===== src/hw/pesd_pkg.sv =====
package pesd_pkg;
    localparam logic [7:0] EV_QUEUE_FULL = 8'h87;
    localparam logic [7:0] EV_BR_EXEC = 8'h88;
    localparam logic [7:0] EV_BR_MISP = 8'h89;
    localparam logic [7:0] EV_UNDLV = 8'h9c;
    localparam logic [7:0] EV_PORT = 8'ha1;
    localparam logic [7:0] EV_RSTALL = 8'ha2;
    localparam logic [7:0] EV_PEND = 8'ha3;
    localparam logic [7:0] UM_QUEUE_FULL = 8'h04;
    localparam logic [7:0] UM_UNDLV = 8'h01;
    localparam logic [7:0] UM_ALL = 8'hff;
    localparam int BIT_COND = 0;
    localparam int BIT_NONTAKEN = 6;
    localparam int BIT_TAKEN = 7;
    localparam logic [7:0] UM_P0 = 8'h01;
    localparam logic [7:0] UM_P1 = 8'h02;
    localparam logic [7:0] UM_P2 = 8'h0c;
    localparam logic [7:0] UM_P3 = 8'h30;
    localparam logic [7:0] UM_P4 = 8'h40;
    localparam logic [7:0] UM_P5 = 8'h80;
    localparam logic [7:0] UM_STALL_ANY = 8'h01;
    localparam logic [7:0] UM_STALL_STATION = 8'h04;
    localparam logic [7:0] UM_STALL_STORE = 8'h08;
    localparam logic [7:0] UM_STALL_REORDER = 8'h10;
    localparam logic [7:0] UM_PD_L2 = 8'h01;
    localparam logic [7:0] UM_PD_MEM = 8'h02;
    localparam logic [7:0] UM_PD_NOEX = 8'h04;
    localparam logic [7:0] UM_PD_ST_L2 = 8'h05;
    localparam logic [7:0] UM_PD_ST_MEM = 8'h06;
    localparam logic [2:0] RESTRICT_MAX_IDX = 3'h3;
    localparam logic [11:0] OFF_SELECT = 12'h000;
    localparam logic [11:0] OFF_COUNT = 12'h004;
    localparam logic [11:0] OFF_STATUS = 12'h008;
    localparam int SEL_W = 29;
    localparam logic [31:0] SELECT_RST = 32'h0000_0000;
    localparam logic [31:0] COUNT_RST = 32'h0000_0000;
    localparam logic [1:0] RESP_OKAY = 2'h0;
    localparam logic [1:0] RESP_DECERR = 2'h3;

    // bit 0 of each pair is this thread, bit 1 the sibling thread
    typedef struct packed {
        logic br_valid;
        logic [5:0] br_type;
        logic br_taken;
        logic br_misp;
        logic queue_full;
        logic [2:0] undelivered;
        logic [5:0] port_disp;
        logic stall_any;
        logic stall_station;
        logic stall_store;
        logic stall_reorder;
        logic [1:0] l2_pend;
        logic [1:0] mem_pend;
        logic [1:0] no_exec;
    } pesd_pipe_s;

    typedef struct packed {
        logic [2:0] idx;
        logic en;
        logic per_core_count_enable;
        logic [7:0] cmask;
        logic [7:0] umask;
        logic [7:0] event_num;
    } pesd_sel_s;
endpackage : pesd_pkg


===== src/hw/pesd_decoder.sv =====
// Operation
// - event 87/04 counts instruction-queue-full decode stalls
// - 88 mask 01 qualifies executed conditional branches
// - taken needs a type bit, else rejected
// - 88/FF counts every executed near branch
// - 89 same qualifiers, mispredicted branches only
// - 9C/01 counts per-thread undelivered uops
// - A1 counts dispatch cycles on chosen port
// - A2 counts allocation resource stall cycles
// - A3 01/02 pending loads, per-core option
// - A3 04 dispatch stall cycles, per-core option
// - A3 02/04/05/06 only counters 0-3 without SMT
`timescale 1ns/1ns
module pesd_decoder #(
    parameter int NUM_CNT = 8
) (
    input wire logic aclk,
    input wire logic aresetn,
    input wire logic [11:0] s_axi_awaddr,
    input wire logic s_axi_awvalid,
    output logic s_axi_awready,
    input wire logic [31:0] s_axi_wdata,
    input wire logic [3:0] s_axi_wstrb,
    input wire logic s_axi_wvalid,
    output logic s_axi_wready,
    output logic [1:0] s_axi_bresp,
    output logic s_axi_bvalid,
    input wire logic s_axi_bready,
    input wire logic [11:0] s_axi_araddr,
    input wire logic s_axi_arvalid,
    output logic s_axi_arready,
    output logic [31:0] s_axi_rdata,
    output logic [1:0] s_axi_rresp,
    output logic s_axi_rvalid,
    input wire logic s_axi_rready,
    input wire pesd_pkg::pesd_pipe_s pipe,
    input wire logic multithreading_enabled
);
    import pesd_pkg::*;

    logic aw_held;
    logic w_held;
    logic [11:0] awaddr_q;
    logic [31:0] wdata_q;
    logic [3:0] wstrb_q;
    logic [31:0] sel_word;
    logic [31:0] count;
    pesd_sel_s sel;
    logic wr_go;
    logic sel_wr;
    logic cnt_wr;
    logic sel_valid;
    logic [3:0] occ;
    logic [31:0] inc;
    logic [31:0] next_sel;
    logic [31:0] next_count;
    logic [31:0] rd_word;
    logic rd_hit;

    function automatic logic [31:0] merge(input logic [31:0] old, input logic [31:0] nw, input logic [3:0] strb);
        logic [31:0] m;
        m = old;
        for (int i = 0; i < 4; i++)
        begin
            if (strb[i])
            begin
                m[8*i +: 8] = nw[8*i +: 8];
            end
        end
        return m;
    endfunction : merge

    assign sel = pesd_sel_s'(sel_word[SEL_W-1:0]);
    assign wr_go = aw_held && w_held && !s_axi_bvalid;
    assign sel_wr = wr_go && (awaddr_q == OFF_SELECT);
    assign cnt_wr = wr_go && (awaddr_q == OFF_COUNT);
    assign next_sel = merge(sel_word, wdata_q, wstrb_q) & {{(32-SEL_W){1'b0}}, {SEL_W{1'b1}}};
    assign next_count = merge(count, wdata_q, wstrb_q);

    // qualifier legality; software is trusted for nothing, a bad mix counts zero
    always_comb
    begin
        logic [7:0] um;
        um = sel.umask;
        sel_valid = 1'b1;
        if ({5'h0, sel.idx} >= NUM_CNT[7:0])
        begin
            sel_valid = 1'b0;
        end
        unique case (sel.event_num)
            EV_QUEUE_FULL: sel_valid = sel_valid && (um == UM_QUEUE_FULL);
            EV_BR_EXEC, EV_BR_MISP:
            begin
                if (um[BIT_TAKEN] && !(|um[5:0]))
                begin
                    sel_valid = 1'b0;
                end
                if (um[BIT_NONTAKEN] && !um[BIT_COND])
                begin
                    sel_valid = 1'b0;
                end
                if (!um[BIT_NONTAKEN] && !um[BIT_TAKEN])
                begin
                    sel_valid = 1'b0;
                end
            end
            EV_UNDLV: sel_valid = sel_valid && (um == UM_UNDLV);
            EV_PORT: sel_valid = sel_valid && (um inside {UM_P0, UM_P1, UM_P2, UM_P3, UM_P4, UM_P5});
            EV_RSTALL: sel_valid = sel_valid && (um inside {UM_STALL_ANY, UM_STALL_STATION, UM_STALL_STORE,
                UM_STALL_REORDER});
            EV_PEND:
            begin
                if (!(um inside {UM_PD_L2, UM_PD_MEM, UM_PD_NOEX, UM_PD_ST_L2, UM_PD_ST_MEM}))
                begin
                    sel_valid = 1'b0;
                end
                if ((um inside {UM_PD_MEM, UM_PD_NOEX, UM_PD_ST_L2, UM_PD_ST_MEM}) && !multithreading_enabled
                    && (sel.idx > RESTRICT_MAX_IDX))
                begin
                    sel_valid = 1'b0;
                end
            end
            default: sel_valid = 1'b0;
        endcase
    end

    // occurrences of the selected condition in this cycle
    always_comb
    begin
        logic [7:0] um;
        logic dir_hit;
        logic l2;
        logic mem;
        logic nx;
        um = sel.umask;
        dir_hit = (um[BIT_TAKEN] && pipe.br_taken) || (um[BIT_NONTAKEN] && !pipe.br_taken);
        l2 = sel.per_core_count_enable ? |pipe.l2_pend : pipe.l2_pend[0];
        mem = sel.per_core_count_enable ? |pipe.mem_pend : pipe.mem_pend[0];
        nx = sel.per_core_count_enable ? |pipe.no_exec : pipe.no_exec[0];
        occ = 4'h0;
        unique case (sel.event_num)
            EV_QUEUE_FULL: occ = {3'h0, pipe.queue_full};
            EV_BR_EXEC: occ = {3'h0, pipe.br_valid && (|(um[5:0] & pipe.br_type)) && dir_hit};
            EV_BR_MISP: occ = {3'h0, pipe.br_valid && pipe.br_misp && (|(um[5:0] & pipe.br_type)) && dir_hit};
            EV_UNDLV: occ = {1'b0, pipe.undelivered};
            EV_PORT:
            begin
                unique case (um)
                    UM_P0: occ = {3'h0, pipe.port_disp[0]};
                    UM_P1: occ = {3'h0, pipe.port_disp[1]};
                    UM_P2: occ = {3'h0, pipe.port_disp[2]};
                    UM_P3: occ = {3'h0, pipe.port_disp[3]};
                    UM_P4: occ = {3'h0, pipe.port_disp[4]};
                    UM_P5: occ = {3'h0, pipe.port_disp[5]};
                    default: occ = 4'h0;
                endcase
            end
            EV_RSTALL:
            begin
                unique case (um)
                    UM_STALL_ANY: occ = {3'h0, pipe.stall_any};
                    UM_STALL_STATION: occ = {3'h0, pipe.stall_station};
                    UM_STALL_STORE: occ = {3'h0, pipe.stall_store};
                    UM_STALL_REORDER: occ = {3'h0, pipe.stall_reorder};
                    default: occ = 4'h0;
                endcase
            end
            EV_PEND:
            begin
                unique case (um)
                    UM_PD_L2: occ = {3'h0, l2};
                    UM_PD_MEM: occ = {3'h0, mem};
                    UM_PD_NOEX: occ = {3'h0, nx};
                    UM_PD_ST_L2: occ = {3'h0, l2 && nx};
                    UM_PD_ST_MEM: occ = {3'h0, mem && nx};
                    default: occ = 4'h0;
                endcase
            end
            default: occ = 4'h0;
        endcase
    end

    // a nonzero cmask turns the count into cycles meeting the threshold
    assign inc = (sel.cmask != 8'h00) ? {31'h0, {4'h0, occ} >= sel.cmask} : {28'h0, occ};

    always_ff @(posedge aclk)
    begin
        if (!aresetn)
        begin
            count <= COUNT_RST;
        end
        else if (cnt_wr)
        begin
            // a software load wins over this cycle's increment
            count <= next_count;
        end
        else if (sel.en && sel_valid)
        begin
            count <= count + inc;
        end
    end

    always_ff @(posedge aclk)
    begin
        if (!aresetn)
        begin
            sel_word <= SELECT_RST;
        end
        else if (sel_wr)
        begin
            sel_word <= next_sel;
        end
    end

    always_ff @(posedge aclk)
    begin
        if (!aresetn)
        begin
            aw_held <= 1'b0;
            s_axi_awready <= 1'b1;
            awaddr_q <= 12'h000;
        end
        else if (s_axi_awvalid && s_axi_awready)
        begin
            aw_held <= 1'b1;
            s_axi_awready <= 1'b0;
            awaddr_q <= {s_axi_awaddr[11:2], 2'h0};
        end
        else if (wr_go)
        begin
            aw_held <= 1'b0;
            s_axi_awready <= 1'b1;
        end
    end

    always_ff @(posedge aclk)
    begin
        if (!aresetn)
        begin
            w_held <= 1'b0;
            s_axi_wready <= 1'b1;
            wdata_q <= 32'h0000_0000;
            wstrb_q <= 4'h0;
        end
        else if (s_axi_wvalid && s_axi_wready)
        begin
            w_held <= 1'b1;
            s_axi_wready <= 1'b0;
            wdata_q <= s_axi_wdata;
            wstrb_q <= s_axi_wstrb;
        end
        else if (wr_go)
        begin
            w_held <= 1'b0;
            s_axi_wready <= 1'b1;
        end
    end

    always_ff @(posedge aclk)
    begin
        if (!aresetn)
        begin
            s_axi_bvalid <= 1'b0;
            s_axi_bresp <= RESP_OKAY;
        end
        else if (wr_go)
        begin
            // status is read-only, so a write there is a decode error too
            s_axi_bvalid <= 1'b1;
            s_axi_bresp <= (sel_wr || cnt_wr) ? RESP_OKAY : RESP_DECERR;
        end
        else if (s_axi_bready)
        begin
            s_axi_bvalid <= 1'b0;
        end
    end

    always_comb
    begin
        rd_hit = 1'b1;
        unique case ({s_axi_araddr[11:2], 2'h0})
            OFF_SELECT: rd_word = sel_word;
            OFF_COUNT: rd_word = count;
            OFF_STATUS: rd_word = {30'h0, sel.en && sel_valid, sel_valid};
            default:
            begin
                rd_word = 32'h0000_0000;
                rd_hit = 1'b0;
            end
        endcase
    end

    always_ff @(posedge aclk)
    begin
        if (!aresetn)
        begin
            s_axi_arready <= 1'b1;
            s_axi_rvalid <= 1'b0;
            s_axi_rdata <= 32'h0000_0000;
            s_axi_rresp <= RESP_OKAY;
        end
        else if (s_axi_arvalid && s_axi_arready)
        begin
            s_axi_arready <= 1'b0;
            s_axi_rvalid <= 1'b1;
            s_axi_rdata <= rd_word;
            s_axi_rresp <= rd_hit ? RESP_OKAY : RESP_DECERR;
        end
        else if (s_axi_rvalid && s_axi_rready)
        begin
            s_axi_arready <= 1'b1;
            s_axi_rvalid <= 1'b0;
        end
    end

    logic plain;
    assign plain = sel.en && sel_valid && (sel.cmask == 8'h00) && !cnt_wr;
endmodule : pesd_decoder


===== config.mk =====
export PLATFORM = sky130hd
export DESIGN_NAME = pesd_decoder
export DESIGN_NICKNAME = d
export VERILOG_FILES = /design/src/hw/pesd_pkg.sv /design/src/hw/pesd_decoder.sv
export SDC_FILE = /design/constraint.sdc
export NUM_CORES = 1
export LEC_CHECK = 0
export BUFFER_PORTS_ARGS = -buffer_cell sky130_fd_sc_hd__buf_4
export CAP_MARGIN = 20
export CORE_MARGIN = 10
export CORE_UTILIZATION = 40
export CTS_BUF_LIST = sky130_fd_sc_hd__clkbuf_2 sky130_fd_sc_hd__clkbuf_4 sky130_fd_sc_hd__clkbuf_8
export CTS_CLUSTER_DIAMETER = 50
export DETAILED_ROUTE_END_ITERATION = 7
export PLACE_DENSITY = 0.66
export SLEW_MARGIN = 20
export SYNTH_ARGS = -nofsm -noshare
export SYNTH_HDL_FRONTEND = slang
export SYNTH_SLANG_ARGS = --single-unit
export TNS_END_PERCENT = 100

===== constraint.sdc =====
create_clock -name aclk -period 6.1 [get_ports aclk]
set_input_delay 1.22 -clock aclk [delete_from_list [all_inputs] [get_ports aclk]]
set_output_delay 1.22 -clock aclk [all_outputs]
set_load 0.05 [all_outputs]

==> impl_metrics.yaml, run 1 <==
routing:
  wl_met3_mm: 1.50
  drc: 0
  antenna_left: 0
  vias: 6858
  wl_met2_mm: 9.37
  routed.top_layer: "met4"
  wl_per_cell_um: 17.2
  first_pass_iters: 5
  via_per_inst: 5.51
  wirelength_mm: 21.4
  drt_iter0_drc: 502
  m1WireLength_mm: 10.2
sta:
  tns_ns: 0
  slew_viol_final: 0
  finalHoldViolCount: 0
  period_share_pct: 83.8
  max_freq_mhz: 196
  fin_worst_skew_ns: 0.0110
  whs_ns: 0.457
  setup_viol: 0
  rsz0062_at_grt: "no"
  tightest_slew_ns: 0.960
  max-slew-margin-rel_pct: 35.6
  fin_ws_ns: 0.989
  layout_min_cycle_time_ns: 5.11
layout:
  mostFrequentLayoutCells: "148 x dfxtp_1, 137 x buf_4, 134 x nand2_1, 104 x a21oi_1, 86 x nor2_1"
  utilization_pct: 49.0
  syn_to_final_growth_pct: 20.7
  drive_gt1_share_pct: 18.4
  nets: 1107
  fill_cells: 1808
  antenna_cells: 0
  stdcell_count: 1245
  final_common_cell: "dfxtp_1"
worst_setup_path:
  crit_required_ns: 6.49
  cp-end-kind: "flip-flop"
  cp.arrival_ns: 5.50
  worst-setup-path-type: "flip-flop to flip-flop"
  timing.rr.start: "sel_word[10]"
  rr_worst_depth: 22
  rrSetupSlack_ns: 0.99
  reg2reg_to: "count[24]"
  worstSetupEndpoint: "count[24]"
  crit_start: "sel_word[10]"
  crit_path_max_fanout: 18
  start_kind: "flip-flop"
clocking:
  h-tree-depth: 4
  cts_buffers: 17
  cts_tree: "done"
  post_cts_buffers: 0
  cts_root_buf: "clkbuf_8"
  clock_sinks: 148
  hold_buffers: 0
  clk_latency_ns: 0.46
  ctsResizeCount: 0
  cts_buffer_depth: 2
  clkTransAtPathRegs_ns: 0.08
power_and_ir_drop:
  power.switching_mw: 0.491
  ir_drop_mv: 0.135
  intPower_mw: 1.54
  power_leakage_nw: 3.32
  p_per_area_nw_per_um2: 231
  switching_share_pct: 24.1
  combPwrFrac_pct: 8.4
  sequentialPowerShare_pct: 49.8
  clockPowerShare_pct: 41.8
placed_design:
  dp_hpwl_mm: 15.4
  port_buffers: 133
  gp_congestion: 0.857
  place_ws_ns: 0.641
  dp_cells: 1212
floorplan:
  io-pin-count: 138
  row_count: 49
  core_area_sq_um: 18000
  start_util_pct: 40.6
  die_area_sq_um: 24100
  die_width_um: 155
  die_y_um: 155
synthesis:
  synth-seq-cells: 148
  ys_types: 69
  synth_fp_nets: 1020
  synth_top_cell_by_area: "dfxtp_1"
  syn_inst: 916
  synth_warnings: 0
  synth_edf_count: 0
  synth_ff_type: "dfxtp_1"
  async_flop_share_pct: 0
  ys_seq_area_share_pct: 40.6
  synth_top_area_share_pct: 40.6
  synth.cell_area_sq_um: 7300
  synth.area.top_cells: "dfxtp_1 41%, mux2i_1 8.4%, a21oi_1 7.1%, nand2_1 6.9%, nor2_1 4.4%"
  synth_area_per_cell_sq_um: 7.97
grt:
  antenna_found_initial: 0
  grt_use_total_pct: 17.5
  first_global_vias: 6491
  grt_pass1_wl_mm: 34.5
  grt_max_degree: 76
  overflow: 0
min_path:
  min_path_type: "flip-flop to flip-flop"
  min_from: "wdata_q[31]"
run_status:
  status: "finished, final reports clean"
run:
  cap_violations: 0
how the worst min path moves through the flow:
stage	to	cells past startpoint
after floorplan	wdata_q[30]	2
after global placement	wdata_q[31]	2
after detailed placement	wdata_q[31]	2
after CTS	wdata_q[31]	2
after global routing	awaddr_q[11]	2
final	wdata_q[31]	2
flip-flops by register name, summed over array words and instances (netlist names):
signal	cells
count	32
s_axi_rdata	32
wdata_q	32
sel_word	29
awaddr_q	10
wstrb_q	4
aw_held	1
s_axi_arready	1
s_axi_awready	1
s_axi_bresp	1
s_axi_bvalid	1
s_axi_rresp	1
s_axi_rvalid	1
s_axi_wready	1
w_held	1
power by group through the flow:
stage	Clock (mW)	Combinational [mW]	Sequential, mW
floorplan	0	0.0847	1.04
global placement	0	0.170	1.03
detailed placement	0	0.172	1.04
CTS	0.870	0.172	1.01
global route	0.909	0.190	1.02
finish	0.850	0.172	1.01
Yosys cell counts, drive strengths merged (11+ instances only):
master,number
nand2,135
and2,18
nor2,86
and3,14
inv,18
dfxtp,148
a21oi,104
a31oi,11
nor3,48
clkbuf,55
buf,15
o21ai,37
a211oi,13
mux2i,61
nand3,19
final cells by class:
class / instances / area [sq um] / area share [%]
inverter: 19 / 72.6 / 0.824
tap: 229 / 287 / 3.25
clock inverter: 7 / 116 / 1.32
sequential: 148 / 2960 / 33.6
clock buffer: 25 / 332 / 3.76
multi-input combinational: 679 / 3990 / 45.3
timing repair buffer: 138 / 1050 / 11.9
critical path, stage by stage, from the launching register on:
cell	delay, ns
dfxtp_1	0.74
or3b_2	0.50
a21oi_1	0.19
o21ai_2	0.11
a21oi_1	0.14
o31ai_1	0.08
and2_1	0.20
ha_1	0.28
nand2b_1	0.09
a21oi_1	0.06
nor2b_1	0.11
o31ai_1	0.08
a21oi_1	0.27
ha_1	0.23
inv_1	0.06
fa_1	0.37
nor2b_1	0.15
o21ai_0	0.23
nor3_1	0.31
o2111ai_1	0.16
buf_4	0.22
o311ai_0	0.26
nor3b_1	0.20
through the flow:
stage	power, mW	instance area [sq um]
floorplan	1.13	7300
global placement	1.20	8340
detailed placement	1.21	8340
CTS	2.05	8780
global route	2.12	8810
finish	2.03	8810
routing by layer:
| metal | vias up | global-route usage, % |
|---|---|---|
| met3 | 24 | 4.60 |
| met2 | 225 | 25.9 |
| met4 | 0 | 5.85 |
| met5 | - | 0 |
| met1 | 3174 | 23.9 |
| li1 | 3435 | - |
kinds of logic after synthesis:
family,after synthesis,share of synthesized area (%)
flip-flops,148,40.6
AND/OR/NAND/NOR,393,26.4
buffers and inverters,89,4.83
adder cells (fa/ha/maj),7,1.30
AO/OA/AOI/OAI,215,18.1
multiplexers,62,8.52
XOR/XNOR,2,0.240
No activity file was read; power rests on OpenSTA's default activity.
==> run 2, diff against run 1 <==
--- a/config.mk
+++ b/config.mk
@@ -5,6 +5,7 @@
 export SDC_FILE = /design/constraint.sdc
 export NUM_CORES = 1
 export LEC_CHECK = 0
+export ABC_AREA = 1
 export BUFFER_PORTS_ARGS = -buffer_cell sky130_fd_sc_hd__buf_4
 export CAP_MARGIN = 20
 export CORE_MARGIN = 10
@@ -12,7 +13,7 @@
 export CTS_BUF_LIST = sky130_fd_sc_hd__clkbuf_2 sky130_fd_sc_hd__clkbuf_4 sky130_fd_sc_hd__clkbuf_8
 export CTS_CLUSTER_DIAMETER = 50
 export DETAILED_ROUTE_END_ITERATION = 7
-export PLACE_DENSITY = 0.66
+export PLACE_DENSITY = 0.68
 export SLEW_MARGIN = 20
 export SYNTH_ARGS = -nofsm -noshare
 export SYNTH_HDL_FRONTEND = slang
==> constraint.sdc (replaced) <==
create_clock -name aclk -period 4.44 [get_ports aclk]
set_input_delay 0.888 -clock aclk [delete_from_list [all_inputs] [get_ports aclk]]
set_output_delay 0.888 -clock aclk [all_outputs]
set_load 0.05 [all_outputs]
==> impl_metrics.yaml, run 2 <==
clocking:
  h-tree-depth: 4
  cts_tree: "done"
  cts_root_buf: "clkbuf_8"
  clk_latency_ns: 0.46
  hold_buffers: 0
  clkTransAtPathRegs_ns: 0.08
  clock_sinks: 148
  cts_buffer_depth: 2
  cts_buffers: 17
synthesis:
  synth_edf_count: 0
  synth_top_cell_by_area: "dfxtp_1"
  synth_top_area_share_pct: 37.9
  synth-seq-cells: 148
  synth_ff_type: "dfxtp_1"
  synth_xor_area_share_pct: 1.57
  synth_top_family_by_area: "simple AND/OR/NAND/NOR gates"
  synth_fp_nets: 1296
  synth_common_cells: "245 x nand2_1, 160 x nor2_1, 148 x dfxtp_1"
  synth.area.mux_share_pct: 0
  synth_area_per_cell_sq_um: 6.55
  synth.cell_area_sq_um: 7810
  synthAdderAreaFrac_pct: 1.22
  synth_warnings: 0
  ys_types: 41
  synthSimpleGateAreaFrac_pct: 30.8
  synth_compound_area_share_pct: 18.5
  syn_inst: 1192
  ys_seq_area_share_pct: 37.9
  async_flop_share_pct: 0
  synth.area.top_cells: "dfxtp_1 38%, nand2_1 12%, a21oi_1 8.1%, nor2_1 7.7%, o21ai_0 7.2%"
  synthMostInstantiatedCell: "nand2_1"
layout:
  antenna_cells: 0
  syn_to_final_growth_pct: 25.8
  mostFrequentLayoutCells: "242 x nand2_1, 172 x buf_4, 149 x nor2_1, 140 x dfxtp_1, 135 x inv_1"
  nets: 1442
  multiInputGateArea_sq_um: 4250
  final_common_cell: "nand2_1"
  seqCellArea_sq_um: 2980
  stdcell_count: 1615
  reg_top3: "count (32), s_axi_rdata (32), wdata_q (32)"
  fill_cells: 2015
  drive_gt1_share_pct: 20.9
worst_setup_path:
  max_stage_delay_ns: 0.36
  cpMostUsedCell: "nor2_1"
  crit_path_max_fanout: 5
  worst_path_max_delay_cell: "dfxtp_2"
  cp.arrival_ns: 4.63
  cp-end-kind: "flip-flop"
  worst-setup-path-type: "flip-flop to flip-flop"
  crit_required_ns: 4.80
  start_kind: "flip-flop"
power_and_ir_drop:
  p_per_area_nw_per_um2: 274
  ir_drop_mv: 0.198
  power_leakage_nw: 4.14
  power_mw: 2.69
grt:
  grt_max_degree: 61
  grt_use_total_pct: 19.8
  first_global_vias: 7762
  overflow: 0
  antenna_found_initial: 0
  grt_pass1_wl_mm: 41.3
routing:
  first_pass_iters: 5
  wl_per_cell_um: 16.2
  vias: 8251
  antenna_left: 0
  via_per_inst: 5.11
  drt_iter0_drc: 665
  wirelength_mm: 26.2
  drc: 0
floorplan:
  die_width_um: 160
  die_y_um: 160
  io-pin-count: 138
  die_area_sq_um: 25500
  row_count: 51
  start_util_pct: 40.4
  core_area_sq_um: 19300
sta:
  tightest_slew_ns: 0.843
  tns_ns: 0
  whs_ns: 0.462
  setup_viol: 0
  period_share_pct: 96.2
  max-slew-margin-rel_pct: 43.7
  max_freq_mhz: 234
  layout_min_cycle_time_ns: 4.27
  slew_viol_final: 0
  finalHoldViolCount: 0
  fin_worst_skew_ns: 0.0151
  fin_ws_ns: 0.170
placed_design:
  place_ws_ns: -0.175
  gp_congestion: 0.958
  port_buffers: 133
  dp_cells: 1579
  dp_hpwl_mm: 19.7
min_path:
  min_path_type: "flip-flop to flip-flop"
run:
  cap_violations: 0
run_status:
  status: "finished, final reports clean"
[run 2: cell types whose count changed after synthesis, moves of 47 or more]
cell	before	now
inv_1	18	140
mux2i_1	61	0
nand2_1	135	245
nand3_1	19	66
nor2_1	86	160
o21ai_0	36	112
[run 2: path summary, 6_finish.rpt]
| kind | startpoint | to | slack [ns] | cells past startpoint |
|---|---|---|---|---|
| worst min-delay path | wdata_q[30] | wdata_q[30] | 0.46 | 2 |
| worst max register to register | sel_word[15] | count[22] | 0.17 | 31 |
| worst min register to register | wdata_q[30] | wdata_q[30] | 0.46 | 2 |
| worst max-delay path | sel_word[15] | count[22] | 0.17 | 31 |
[run 2: timing repair]
action,4_1_cts,5_1_grt
setup endpoints to repair,0,15
buffers inserted,0,5
gates resized for setup,0,68
hold endpoints to repair,0,0
[run 2: layout make-up]
cell class | instances | area share, %
Timing Repair Buffer | 174 | 13.4
Inverter | 148 | 5.73
Tap cell | 265 | 3.37
Clock inverter | 12 | 1.34
Clock buffer | 19 | 2.60
Sequential cell | 148 | 30.3
Multi-Input combinational cell | 849 | 43.3
[run 2: logic make-up (layout without fill, tap and decap cells)]
logic type | count (synthesis) | after routing
and+or+nand+nor | 550 | 550
DFF | 148 | 148
xor gates and xnor gates | 14 | 14
AOI/OAI and AO/OA | 278 | 278
adders and majority gates | 7 | 7
buffers and inverters | 195 | 353
[run 2: routing by layer]
layer	routed length, um	GRT usage [%]
met1	12700	28.4
met2	11200	29.3
met3	1960	4.81
met4	321	4.17
met5	0	0
[run 2: worst max-delay path, delay by kind of cell, from the launching register on]
family                   cells  cell delay (ns)
buffers and inverters        7             0.71
AND/OR/NAND/NOR             16             1.73
flip-flops                   1             0.36
adder cells (fa/ha/maj)      3             0.73
AO/OA/AOI/OAI                5             0.66
[run 2: metrics by stage]
stage / utilization, % / area [sq um]
global route: 50.8 / 9820
floorplan: - / 7810
global placement: 47.5 / 9190
detailed placement: 47.5 / 9190
CTS: 49.5 / 9580
finish: 50.8 / 9820
[run 2: report_power, final]
group	switching [mW]	internal, mW
clock network	0.536	0.517
registers	0.0248	1.37
logic	0.148	0.0969
total	0.709	1.98
